**config.mk**
```make
export PLATFORM = sky130hd
export DESIGN_NAME = msh_mode_supply_hw_control_regs
export DESIGN_NICKNAME = d
export VERILOG_FILES = /design/src/shared/msh_pkg.sv /design/src/verilog/msh_mode_supply_hw_control_regs.sv /design/src/verilog/msh_reg_byte.sv /design/src/verilog/msh_spi_frame.sv
export VERILOG_INCLUDE_DIRS = /design/src /design/src/shared
export SDC_FILE = /design/constraint.sdc
export NUM_CORES = 1
export LEC_CHECK = 0
export ABC_AREA = 1
export BUFFER_PORTS_ARGS = -buffer_cell sky130_fd_sc_hd__buf_4
export CORE_MARGIN = 1
export CORE_UTILIZATION = 39
export CTS_BUF_LIST = sky130_fd_sc_hd__clkbuf_8
export CTS_CLUSTER_SIZE = 40
export DETAILED_ROUTE_END_ITERATION = 6
export MAX_ROUTING_LAYER = met4
export PLACE_DENSITY_LB_ADDON = 0.3
export REMOVE_ABC_BUFFERS = 1
export SLEW_MARGIN = 40
export SYNTH_ARGS = -nofsm -noshare
export SYNTH_HDL_FRONTEND = slang
export SYNTH_SLANG_ARGS = --single-unit
```
**constraint.sdc**
```tcl
create_clock -name clock_i -period 2 [get_ports clock_i]
set_input_delay 0.2 -clock clock_i [delete_from_list [all_inputs] [get_ports clock_i]]
set_output_delay 0.2 -clock clock_i [all_outputs]
set_load 0.005 [all_outputs]
```
**src/shared/msh_defs.svh**
```systemverilog
`ifndef MSH_DEFS_SVH
`define MSH_DEFS_SVH
// Register addresses
`define MSH_ADDR_MODE_SUPPLY 7'h01
`define MSH_ADDR_HARDWARE_CONTROL 7'h02
// Reset, restart-keep and writable masks
`define MSH_MS_RST 8'h00
`define MSH_HW_RST 8'h00
`define MSH_MS_KEEP 8'h07
`define MSH_HW_KEEP 8'hdf
`define MSH_MS_WMASK 8'hdf
`define MSH_HW_WMASK 8'hff
// Mode/supply fields
`define MSH_MODE_HI 7
`define MSH_MODE_LO 6
`define MSH_AUX_HI 4
`define MSH_AUX_LO 3
`define MSH_OV_RST 2
`define MSH_RT_HI 1
`define MSH_RT_LO 0
// Mode codes and undervoltage-off threshold code
`define MSH_MODE_NORMAL 2'h0
`define MSH_MODE_SLEEP 2'h1
`define MSH_MODE_STOP 2'h2
`define MSH_MODE_SOFT_RST 2'h3
`define MSH_RT_UV_OFF 2'h3
// Hardware control fields
`define MSH_HW_FS_PIN 7
`define MSH_HW_LAG 6
`define MSH_HW_FO_FORCE 5
`define MSH_HW_WK_SEL 4
`define MSH_HW_AUTO 3
`define MSH_HW_BST_V 2
`define MSH_HW_BST_EN 1
`define MSH_HW_FO_CFG 0
// Serial frame
`define MSH_FRAME_BITS 5'd16
`define MSH_ADDR_BITS 5'd8
// Timing
`define MSH_CLK_MHZ 250
`define MSH_LAG_SHORT_US 100
`define MSH_LAG_LONG_US 1000
`define MSH_WD_FAIL_LIMIT 2'd2
`endif

```
**src/shared/msh_pkg.sv**
```systemverilog
package msh_pkg;
   typedef struct packed {
      logic [6:0] addr;
      logic wr;
      logic [7:0] data;
   } msh_cmd_type;
   typedef enum logic [4:0] {
      MSH_DEV_NORMAL = 5'b00001,
      MSH_DEV_STOP = 5'b00010,
      MSH_DEV_SLEEP = 5'b00100,
      MSH_DEV_RESTART = 5'b01000,
      MSH_DEV_FAILSAFE = 5'b10000
   } msh_dev_state_type;
   typedef enum logic [2:0] {
      MSH_BUCK_PWM = 3'b001,
      MSH_BUCK_LAG = 3'b010,
      MSH_BUCK_PFM = 3'b100
   } msh_buck_state_type;
   typedef struct packed {
      logic aux_on;
      logic uv_reset_en;
      logic [1:0] uv_level;
      logic boost_en;
      logic boost_low_level;
      logic boost_on;
      logic buck_pwm;
   } msh_supply_ctl_type;
   typedef struct packed {
      logic failsafe_input_en;
      logic [1:0] fail_output_pins;
      logic failsafe_req;
   } msh_fail_ctl_type;
endpackage

```
**src/verilog/msh_mode_supply_hw_control_regs.sv**
```systemverilog
`timescale 1ns/1ps
`default_nettype none
`include "msh_defs.svh"
// Contract
// RL1 - POR or soft reset loads defaults
// RL2 - Restart loads restart values, x kept
// RL3 - Sixteen-bit frame: address, access, data
// RL4 - Read-only ignore writes; rw stores
// RL5 - Access bit 7: 0 read, 1 write
// RL6 - Device never changes control bits itself
// RL7 - Mode field; 11 gives quiet soft reset
// RL8 - Restart clears mode/supply upper five bits
// RL9 - Reserved bit 5 reads zero
// RL10 - Aux regulator scope by mode
// RL11 - Overvoltage reset enable triggers restart
// RL12 - Undervoltage threshold select, 11 disables
// RL13 - Sleep without wake source restarts
// RL14 - Restart clears fail output force
// RL15 - Bit 7 picks fail input or output
// RL16 - Bit 6 picks PWM-to-PFM lag
// RL17 - Bit 5 forces fail outputs
// RL18 - Stop mode: wake pin picks PWM
// RL19 - Auto PWM under load until stop
// RL20 - Boost level and enable
// RL21 - Bit 0 clear: fail after second fail
// RL22 - Strap decides fail-safe on watchdog fail
// RL23 - New setting visible next frame only
// RL24 - Ignore frames in restart/sleep/fail-safe
// RL25 - Reserved bit write discarded
module msh_mode_supply_hw_control_regs import msh_pkg::*; #(
   parameter int unsigned LAG_SHORT_CYC = `MSH_LAG_SHORT_US * `MSH_CLK_MHZ,
   parameter int unsigned LAG_LONG_CYC = `MSH_LAG_LONG_US * `MSH_CLK_MHZ
) (
   // Clock and reset
   input wire logic clock_i,
   input wire logic rst_n_i,
   // Serial port
   input wire logic csn_i,
   input wire logic sclk_i,
   input wire logic sdi_i,
   output logic sdo_o,
   input wire logic [7:0] status_info_i,
   // Device state and events
   input wire msh_dev_state_type dev_state_i,
   input wire logic restart_entry_i,
   input wire logic wake_src_enabled_i,
   input wire logic main_ov_i,
   input wire logic wd_fail_i,
   input wire logic failure_i,
   input wire logic cfg_strap_i,
   input wire logic wake_pin_i,
   input wire logic heavy_load_i,
   input wire logic light_load_i,
   input wire logic battery_low_i,
   // Register content
   output logic [7:0] mode_supply_o,
   output logic [7:0] hardware_control_o,
   // Controls
   output msh_supply_ctl_type supply_ctl_o,
   output msh_fail_ctl_type fail_ctl_o,
   output logic restart_req_o,
   output logic soft_reset_o
);
   localparam int unsigned CW = 18;

   if (LAG_SHORT_CYC < 1 || LAG_LONG_CYC < LAG_SHORT_CYC || LAG_LONG_CYC >= (1 << CW))
   begin : g_chk
      $error("Lag counts out of range");
   end

   function automatic logic aux_on(input logic [1:0] scope, input msh_dev_state_type st);
      case (st)
         MSH_DEV_NORMAL: aux_on = (scope != 2'h0);
         MSH_DEV_STOP: aux_on = scope[1];
         MSH_DEV_SLEEP: aux_on = (scope == 2'h3);
         default: aux_on = 1'b0;
      endcase
   endfunction

   // ****************************************
   // Serial frame and decode
   // ****************************************
   logic accept;
   logic [6:0] rd_addr;
   logic rd_addr_valid;
   msh_cmd_type cmd;
   logic cmd_valid;
   logic [7:0] ms_q, hw_q;
   logic [7:0] rd_data;
   logic wr_ms, wr_hw, soft_rst, load_por, stop_cmd, sleep_bad;

   // Frames count only in normal and stop
   assign accept = (dev_state_i == MSH_DEV_NORMAL) || (dev_state_i == MSH_DEV_STOP); // RL24

   msh_spi_frame u_frame (
      .clock_i(clock_i),
      .rst_n_i(rst_n_i),
      .csn_i(csn_i),
      .sclk_i(sclk_i),
      .sdi_i(sdi_i),
      .sdo_o(sdo_o),
      .enable_i(accept),
      .status_i(status_info_i),
      .rd_data_i(rd_data),
      .addr_o(rd_addr),
      .addr_valid_o(rd_addr_valid),
      .cmd_o(cmd),
      .cmd_valid_o(cmd_valid)
   );

   always_comb begin
      case (rd_addr)
         `MSH_ADDR_MODE_SUPPLY: rd_data = ms_q;
         `MSH_ADDR_HARDWARE_CONTROL: rd_data = hw_q;
         default: rd_data = 8'h00;
      endcase
      wr_ms = cmd_valid && cmd.wr && (cmd.addr == `MSH_ADDR_MODE_SUPPLY); // RL5
      wr_hw = cmd_valid && cmd.wr && (cmd.addr == `MSH_ADDR_HARDWARE_CONTROL); // RL5
      soft_rst = wr_ms && (cmd.data[`MSH_MODE_HI:`MSH_MODE_LO] == `MSH_MODE_SOFT_RST); // RL7
      stop_cmd = wr_ms && (cmd.data[`MSH_MODE_HI:`MSH_MODE_LO] == `MSH_MODE_STOP);
      sleep_bad = wr_ms && !wake_src_enabled_i
         && (cmd.data[`MSH_MODE_HI:`MSH_MODE_LO] == `MSH_MODE_SLEEP); // RL13
      load_por = soft_rst; // RL1
   end

   // ****************************************
   // Register bytes
   // ****************************************
   // Only writes, restart and reset alter the bytes
   msh_reg_byte #(
      .RST_VAL(`MSH_MS_RST),
      .KEEP_MASK(`MSH_MS_KEEP),
      .WR_MASK(`MSH_MS_WMASK)
   ) u_ms (
      .clock_i(clock_i),
      .rst_n_i(rst_n_i),
      .load_por_i(load_por),
      .load_restart_i(restart_entry_i), // RL8
      .wr_en_i(wr_ms), // RL6
      .wr_data_i(cmd.data), // RL25
      .q_o(ms_q) // RL9
   );

   msh_reg_byte #(
      .RST_VAL(`MSH_HW_RST),
      .KEEP_MASK(`MSH_HW_KEEP),
      .WR_MASK(`MSH_HW_WMASK)
   ) u_hw (
      .clock_i(clock_i),
      .rst_n_i(rst_n_i),
      .load_por_i(load_por),
      .load_restart_i(restart_entry_i), // RL14
      .wr_en_i(wr_hw), // RL6
      .wr_data_i(cmd.data),
      .q_o(hw_q)
   );

   assign mode_supply_o = ms_q;
   assign hardware_control_o = hw_q;

   // ****************************************
   // Buck converter mode
   // ****************************************
   msh_buck_state_type buck_r, buck_nxt;
   logic [CW-1:0] lag_cnt_r, lag_cnt_nxt;
   logic auto_pwm_r, auto_pwm_nxt;
   logic [CW-1:0] lag_lim;
   logic buck_pwm;

   always_comb begin
      lag_lim = hw_q[`MSH_HW_LAG] ? CW'(LAG_LONG_CYC - 1) : CW'(LAG_SHORT_CYC - 1); // RL16
      buck_nxt = buck_r;
      lag_cnt_nxt = lag_cnt_r;
      case (buck_r)
         MSH_BUCK_PWM: begin
            lag_cnt_nxt = '0;
            if (light_load_i) begin
               buck_nxt = MSH_BUCK_LAG;
            end
         end
         MSH_BUCK_LAG: begin
            lag_cnt_nxt = lag_cnt_r + CW'(1);
            if (!light_load_i) begin
               buck_nxt = MSH_BUCK_PWM;
            end else if (lag_cnt_r >= lag_lim) begin
               buck_nxt = MSH_BUCK_PFM; // RL16
            end
         end
         MSH_BUCK_PFM: begin
            if (!light_load_i) begin
               buck_nxt = MSH_BUCK_PWM;
            end
         end
         default: buck_nxt = MSH_BUCK_PWM;
      endcase
      // Load event beats a same-cycle stop command
      auto_pwm_nxt = auto_pwm_r;
      if (stop_cmd) begin
         auto_pwm_nxt = 1'b0; // RL19
      end
      if (dev_state_i == MSH_DEV_STOP && hw_q[`MSH_HW_AUTO] && heavy_load_i) begin
         auto_pwm_nxt = 1'b1; // RL19
      end
      case (dev_state_i)
         MSH_DEV_NORMAL: buck_pwm = (buck_r != MSH_BUCK_PFM);
         MSH_DEV_STOP: begin
            if (hw_q[`MSH_HW_WK_SEL]) begin
               buck_pwm = wake_pin_i; // RL18
            end else begin
               buck_pwm = hw_q[`MSH_HW_AUTO] && auto_pwm_r; // RL18
            end
         end
         default: buck_pwm = 1'b0;
      endcase
   end

   always_ff @(posedge clock_i or negedge rst_n_i) begin
      if (!rst_n_i) begin
         buck_r <= MSH_BUCK_PWM;
         lag_cnt_r <= '0;
         auto_pwm_r <= 1'b0;
      end else begin
         buck_r <= buck_nxt;
         lag_cnt_r <= lag_cnt_nxt;
         auto_pwm_r <= auto_pwm_nxt;
      end
   end

   // ****************************************
   // Fail outputs, strap and reset requests
   // ****************************************
   logic [1:0] wd_cnt_r, wd_cnt_nxt;
   logic fo_latch_r, fo_latch_nxt;
   logic strap_r, strap_nxt;
   logic strap_taken_r, strap_taken_nxt;
   logic restart_r, restart_nxt;
   logic soft_rst_r, soft_rst_nxt;
   msh_supply_ctl_type supply_r, supply_nxt;
   msh_fail_ctl_type fail_r, fail_nxt;
   logic fail_output_force;

   always_comb begin
      // Strap is caught on the first edge after reset release
      strap_taken_nxt = 1'b1;
      strap_nxt = strap_taken_r ? strap_r : cfg_strap_i; // RL22
      wd_cnt_nxt = wd_cnt_r;
      if (load_por) begin
         wd_cnt_nxt = 2'd0;
      end else if (wd_fail_i && wd_cnt_r != `MSH_WD_FAIL_LIMIT) begin
         wd_cnt_nxt = wd_cnt_r + 2'd1;
      end
      // Once triggered, fail outputs hold until reset
      fo_latch_nxt = fo_latch_r || failure_i;
      if (wd_fail_i && !hw_q[`MSH_HW_FO_CFG] && wd_cnt_r == `MSH_WD_FAIL_LIMIT - 2'd1) begin
         fo_latch_nxt = 1'b1; // RL21
      end
      if (wd_fail_i && hw_q[`MSH_HW_FO_CFG]) begin
         fo_latch_nxt = 1'b1;
      end
      fail_output_force = hw_q[`MSH_HW_FO_FORCE] || fo_latch_r; // RL17
      fail_nxt.failsafe_input_en = !hw_q[`MSH_HW_FS_PIN]; // RL15
      fail_nxt.fail_output_pins = {hw_q[`MSH_HW_FS_PIN] && fail_output_force, fail_output_force}; // RL15
      fail_nxt.failsafe_req = wd_fail_i && strap_r; // RL22
      supply_nxt.aux_on = aux_on(ms_q[`MSH_AUX_HI:`MSH_AUX_LO], dev_state_i); // RL10
      supply_nxt.uv_reset_en = (ms_q[`MSH_RT_HI:`MSH_RT_LO] != `MSH_RT_UV_OFF); // RL12
      supply_nxt.uv_level = ms_q[`MSH_RT_HI:`MSH_RT_LO]; // RL12
      supply_nxt.boost_en = hw_q[`MSH_HW_BST_EN]; // RL20
      supply_nxt.boost_low_level = hw_q[`MSH_HW_BST_V]; // RL20
      supply_nxt.boost_on = hw_q[`MSH_HW_BST_EN] && battery_low_i; // RL20
      supply_nxt.buck_pwm = buck_pwm;
      restart_nxt = (main_ov_i && ms_q[`MSH_OV_RST]) || sleep_bad; // RL11
      // Soft reset never requests the reset pin
      soft_rst_nxt = soft_rst; // RL7
   end

   always_ff @(posedge clock_i or negedge rst_n_i) begin
      if (!rst_n_i) begin
         wd_cnt_r <= 2'd0;
         fo_latch_r <= 1'b0;
         strap_r <= 1'b0;
         strap_taken_r <= 1'b0;
         restart_r <= 1'b0;
         soft_rst_r <= 1'b0;
         supply_r <= '0;
         fail_r <= '0;
      end else begin
         wd_cnt_r <= wd_cnt_nxt;
         fo_latch_r <= fo_latch_nxt;
         strap_r <= strap_nxt;
         strap_taken_r <= strap_taken_nxt;
         restart_r <= restart_nxt;
         soft_rst_r <= soft_rst_nxt;
         supply_r <= supply_nxt;
         fail_r <= fail_nxt;
      end
   end

   assign supply_ctl_o = supply_r;
   assign fail_ctl_o = fail_r;
   assign restart_req_o = restart_r;
   assign soft_reset_o = soft_rst_r;
endmodule
`default_nettype wire

```
**src/verilog/msh_reg_byte.sv**
```systemverilog
`timescale 1ns/1ps
`default_nettype none
module msh_reg_byte #(
   parameter logic [7:0] RST_VAL = 8'h00,
   parameter logic [7:0] KEEP_MASK = 8'h00,
   parameter logic [7:0] WR_MASK = 8'hff
) (
   // Clock and reset
   input wire logic clock_i,
   input wire logic rst_n_i,
   // Load controls
   input wire logic load_por_i,
   input wire logic load_restart_i,
   input wire logic wr_en_i,
   input wire logic [7:0] wr_data_i,
   // Content
   output logic [7:0] q_o
);
   logic [7:0] q_r;
   logic [7:0] q_nxt;

   if ((RST_VAL & ~WR_MASK) != 8'h00) begin : g_chk
      $error("Reset value sets a read-only bit");
   end

   always_comb begin
      q_nxt = q_r;
      if (load_por_i) begin
         q_nxt = RST_VAL; // RL1
      end else if (load_restart_i) begin
         q_nxt = q_r & KEEP_MASK; // RL2
      end else if (wr_en_i) begin
         // Read-only bits ignore the write and stay zero
         q_nxt = wr_data_i & WR_MASK; // RL4
      end
   end

   always_ff @(posedge clock_i or negedge rst_n_i) begin
      if (!rst_n_i) begin
         q_r <= RST_VAL;
      end else begin
         q_r <= q_nxt;
      end
   end

   assign q_o = q_r;
endmodule
`default_nettype wire

```
**src/verilog/msh_spi_frame.sv**
```systemverilog
`timescale 1ns/1ps
`default_nettype none
`include "msh_defs.svh"
module msh_spi_frame import msh_pkg::*; (
   // Clock and reset
   input wire logic clock_i,
   input wire logic rst_n_i,
   // Serial pins
   input wire logic csn_i,
   input wire logic sclk_i,
   input wire logic sdi_i,
   output logic sdo_o,
   // Register side
   input wire logic enable_i,
   input wire logic [7:0] status_i,
   input wire logic [7:0] rd_data_i,
   output logic [6:0] addr_o,
   output logic addr_valid_o,
   output msh_cmd_type cmd_o,
   output logic cmd_valid_o
);
   logic sclk_d_r, sclk_d_nxt;
   logic csn_d_r, csn_d_nxt;
   logic [4:0] cnt_r, cnt_nxt;
   logic [15:0] sh_r, sh_nxt;
   logic [7:0] stat_r, stat_nxt;
   logic [7:0] dat_r, dat_nxt;
   logic sdo_r, sdo_nxt;
   logic addr_valid_r, addr_valid_nxt;
   logic cmd_valid_r, cmd_valid_nxt;
   logic rise, fall, start, stop;

   always_comb begin
      rise = sclk_i & ~sclk_d_r;
      fall = ~sclk_i & sclk_d_r;
      start = ~csn_i & csn_d_r;
      stop = csn_i & ~csn_d_r;
      sclk_d_nxt = sclk_i;
      csn_d_nxt = csn_i;
      cnt_nxt = cnt_r;
      sh_nxt = sh_r;
      stat_nxt = stat_r;
      dat_nxt = dat_r;
      sdo_nxt = sdo_r;
      addr_valid_nxt = 1'b0;
      cmd_valid_nxt = 1'b0;
      if (start) begin
         cnt_nxt = 5'd0;
         stat_nxt = status_i;
         sdo_nxt = status_i[0];
      end else if (!csn_i) begin
         // Bit 0 first; 17 marks an overlong frame
         if (rise && cnt_r <= `MSH_FRAME_BITS) begin
            sh_nxt = {sdi_i, sh_r[15:1]}; // RL3
            cnt_nxt = cnt_r + 5'd1;
            addr_valid_nxt = enable_i && (cnt_r == `MSH_ADDR_BITS - 5'd1);
         end
         if (addr_valid_r) begin
            // Old content is captured before any write lands
            dat_nxt = rd_data_i; // RL23
         end
         if (fall && cnt_r < `MSH_FRAME_BITS) begin
            sdo_nxt = cnt_r[3] ? dat_r[cnt_r[2:0]] : stat_r[cnt_r[2:0]];
         end
      end
      if (stop) begin
         cmd_valid_nxt = enable_i && (cnt_r == `MSH_FRAME_BITS); // RL24
      end
   end

   always_ff @(posedge clock_i or negedge rst_n_i) begin
      if (!rst_n_i) begin
         sclk_d_r <= 1'b0;
         csn_d_r <= 1'b1;
         cnt_r <= 5'd0;
         sh_r <= 16'h0000;
         stat_r <= 8'h00;
         dat_r <= 8'h00;
         sdo_r <= 1'b0;
         addr_valid_r <= 1'b0;
         cmd_valid_r <= 1'b0;
      end else begin
         sclk_d_r <= sclk_d_nxt;
         csn_d_r <= csn_d_nxt;
         cnt_r <= cnt_nxt;
         sh_r <= sh_nxt;
         stat_r <= stat_nxt;
         dat_r <= dat_nxt;
         sdo_r <= sdo_nxt;
         addr_valid_r <= addr_valid_nxt;
         cmd_valid_r <= cmd_valid_nxt;
      end
   end

   assign sdo_o = sdo_r;
   assign addr_o = sh_r[14:8];
   assign addr_valid_o = addr_valid_r;
   assign cmd_o = {sh_r[6:0], sh_r[7], sh_r[15:8]};
   assign cmd_valid_o = cmd_valid_r;
endmodule
`default_nettype wire
```
==> results_dict.tcl <==
set metrics [dict create \
    grt_pass1_wl_um 19020 \
    yosysSeqAreaShare 0.4883 \
    die_w_um 115.5 \
    synth-seq-cells 98 \
    power_density_nw_per_um2 785.7 \
    initial_core_util 0.4000 \
    clockBufferDepth 2 \
    start_kind "register" \
    synth-edff-count 0 \
    most-common-layout-cells "nand2_1, dfrtp_1, inv_1, nand3_1, buf_4" \
    antenna_found_initial 0 \
    ys_types 41 \
    period_share 0.8099 \
    die_y_um 115.5 \
    whs_endpoint "fo_latch_r$_DFF_PN0_" \
    path_class "register to register" \
    r2r_cells 8 \
    coreArea_um2 12570 \
    cts_buffers 9 \
    grt_pass1_vias 3904 \
    peakVddDrop_v 0.0003676 \
    first_iter_violations 234 \
    avgViaCountPerCell 4.770 \
    end_kind "register" \
    status "completed" \
    cts_sinks 98 \
    gr-total-overflow 0 \
    io_buffers 57 \
    drive_above_1_share 0.1725 \
    p_leak_nw 2.980 \
    rows 41 \
    holdPathStages 3 \
    clock.fmax_ghz 0.6174 \
    setup_viol_count_final 0 \
    hold_viol_final 0 \
    vias 4083 \
    rr_endpoint "u_frame.sh_r[4]$_DFFE_PN0P_" \
    grt_max_degree 51 \
    grt_use_total 0.1907 \
    crit_path_max_fanout 26 \
    wire_per_inst_um 13.21 \
    syn_area_um2 5027 \
    fill_cells 1212 \
    dpl.hpwl_um 8588 \
    ios 59 \
    synth_cells 614 \
    hold_class "input port to register" \
    ys.flop_type "dfrtp_1" \
    ff2ff_setup_slack_ns 0.38 \
    diodes 0 \
    rr_startpoint "u_frame.cnt_r[1]$_DFFE_PN0P_" \
    drtAntennaViolNets 0 \
    post-route-min-period_ns 1.620 \
    async_reset_ff_frac 1.000 \
    drc 0 \
    fin_skew_ns 0.01076 \
    htreeDepth 3 \
    cp.arrival_ns 1.88 \
    hold_start "failure_i" \
    setup-tns-final_ns 0 \
    syn_area_per_cell_um2 8.188 \
    critPathLaunch "u_frame.cnt_r[1]$_DFFE_PN0P_" \
    p_total_mw 4.629 \
    slew_violations 0 \
    dieArea_um2 13350 \
    first_pass_iters 4 \
    cap_violations 0 \
    yosysWarnings 0 \
    worstSkewPairLatency_ns 0.38 \
    gp_congestion 0.9300 \
    cp.required_ns 2.26 \
    routed_wl_um 11310 \
    rsz0062_at_grt "false" \
    syn_to_final_growth_pct 17.20 \
    clk_pin_slew_ns 0.09 \
    final_common_cell "nand2_1" \
    cts_tree "yes" \
    nets 720 \
    cts_root_buffer "clkbuf_8" \
]
power breakdown:
| part | switching (mW) | total (mW) | internal (mW) |
|---|---|---|---|
| sequential | 0.146 | 2.32 | 2.17 |
| combinational | 0.597 | 0.901 | 0.304 |
| clock | 0.709 | 1.41 | 0.704 |
final cells by class:
type                    instances  area, µm²  area share
clock inverters                 7      93.84     0.01593
well taps                     172      215.2     0.03653
clock buffers                   9      123.9     0.02102
repair buffers                 69      555.5     0.09429
flip-flops and latches         98       2455      0.4166
inverters                      94      352.8     0.05989
multi-input cells             407       2096      0.3557
per-layer routing:
layer,GRT usage,vias to the layer above,wire length (µm)
met4,0.08052,0,265
li1,-,2105,-
met3,0.03190,17,494
met1,0.2648,1880,5500
met2,0.2750,81,5052
met5,-,-,0
state kept, by name, summed over array words and instances, names as in the netlist, 4 cells and up:
signal	cells
lag_cnt_r	18
u_frame.stat_r	8
u_frame.sh_r	16
u_hw.q_o	8
u_ms.q_o	7
u_frame.cnt_r	5
u_frame.dat_r	8
fail_ctl_o	4
supply_ctl_o	8
cell families (layout without fill, tap and decap cells):
| logic type | count (synthesis) | count (layout) | synth area share |
|---|---|---|---|
| XOR/XNOR | 4 | 4 | 0.006970 |
| AND/OR/NAND/NOR | 309 | 309 | 0.2840 |
| other | 2 | 2 | 0.001494 |
| multiplexers | 1 | 1 | 0.002240 |
| buffers and inverters | 109 | 179 | 0.09482 |
| flip-flops | 98 | 98 | 0.4883 |
| adder cells (fa/ha/maj) | 13 | 13 | 0.03236 |
| AO/OA/AOI/OAI | 78 | 78 | 0.08985 |
worst max-delay path, stage by stage, from the launching register on:
cell and delay, ns:
dfrtp_1 0.48, inv_1 0.20, ha_1 0.17, nand2_1 0.07
nand2_1 0.10, nand2_4 0.08, nor2_8 0.12, buf_12 0.17
o21ai_0 0.09
cell usage after synthesis (all sizes together) (6+ instances only):
library cell | instances | area [µm²]
nand2 | 158 | 613.1
dfrtp | 96 | 2402
inv | 93 | 349.1
nand3 | 82 | 415.4
o21ai | 53 | 291.5
nor2 | 52 | 262.8
buf | 14 | 118.9
ha | 13 | 162.7
a31oi | 8 | 50.05
nand4 | 8 | 50.05
nor3 | 7 | 72.57
a21oi | 6 | 30.03
worst max-delay path by stage:
stage,to,cells after the start
after floorplan,u_frame.sh_r[7]$_DFFE_PN0P_,9
final,u_frame.sh_r[4]$_DFFE_PN0P_,8
after CTS,u_frame.sh_r[4]$_DFFE_PN0P_,8
after detailed placement,u_frame.sh_r[4]$_DFFE_PN0P_,8
after global routing,lag_cnt_r[16]$_DFFE_PN0P_,8
after global placement,u_frame.sh_r[4]$_DFFE_PN0P_,8
stage by stage:
step,hold WS (ns),cell area [µm²],instances,setup slack [ns],utilization
6_report,0.005256,5892,856,0.3802,0.4688
4_1_cts,0.0005600,5892,856,0.3790,0.4688
3_3_place_gp,0.2116,5624,835,0.4199,0.4475
5_1_grt,0.005951,5892,856,0.2153,0.4688
2_1_floorplan,-0.09559,4903,599,0.3604,-
3_5_place_dp,0.2027,5624,835,0.3938,0.4475
repair_timing:
action / CTS / global route
gates resized for setup: 0 / 0
buffers inserted: 0 / 0
hold endpoints to repair: 36 / 0
hold buffers: 5 / 0
Note: power is estimated with default switching activity, not from simulation.
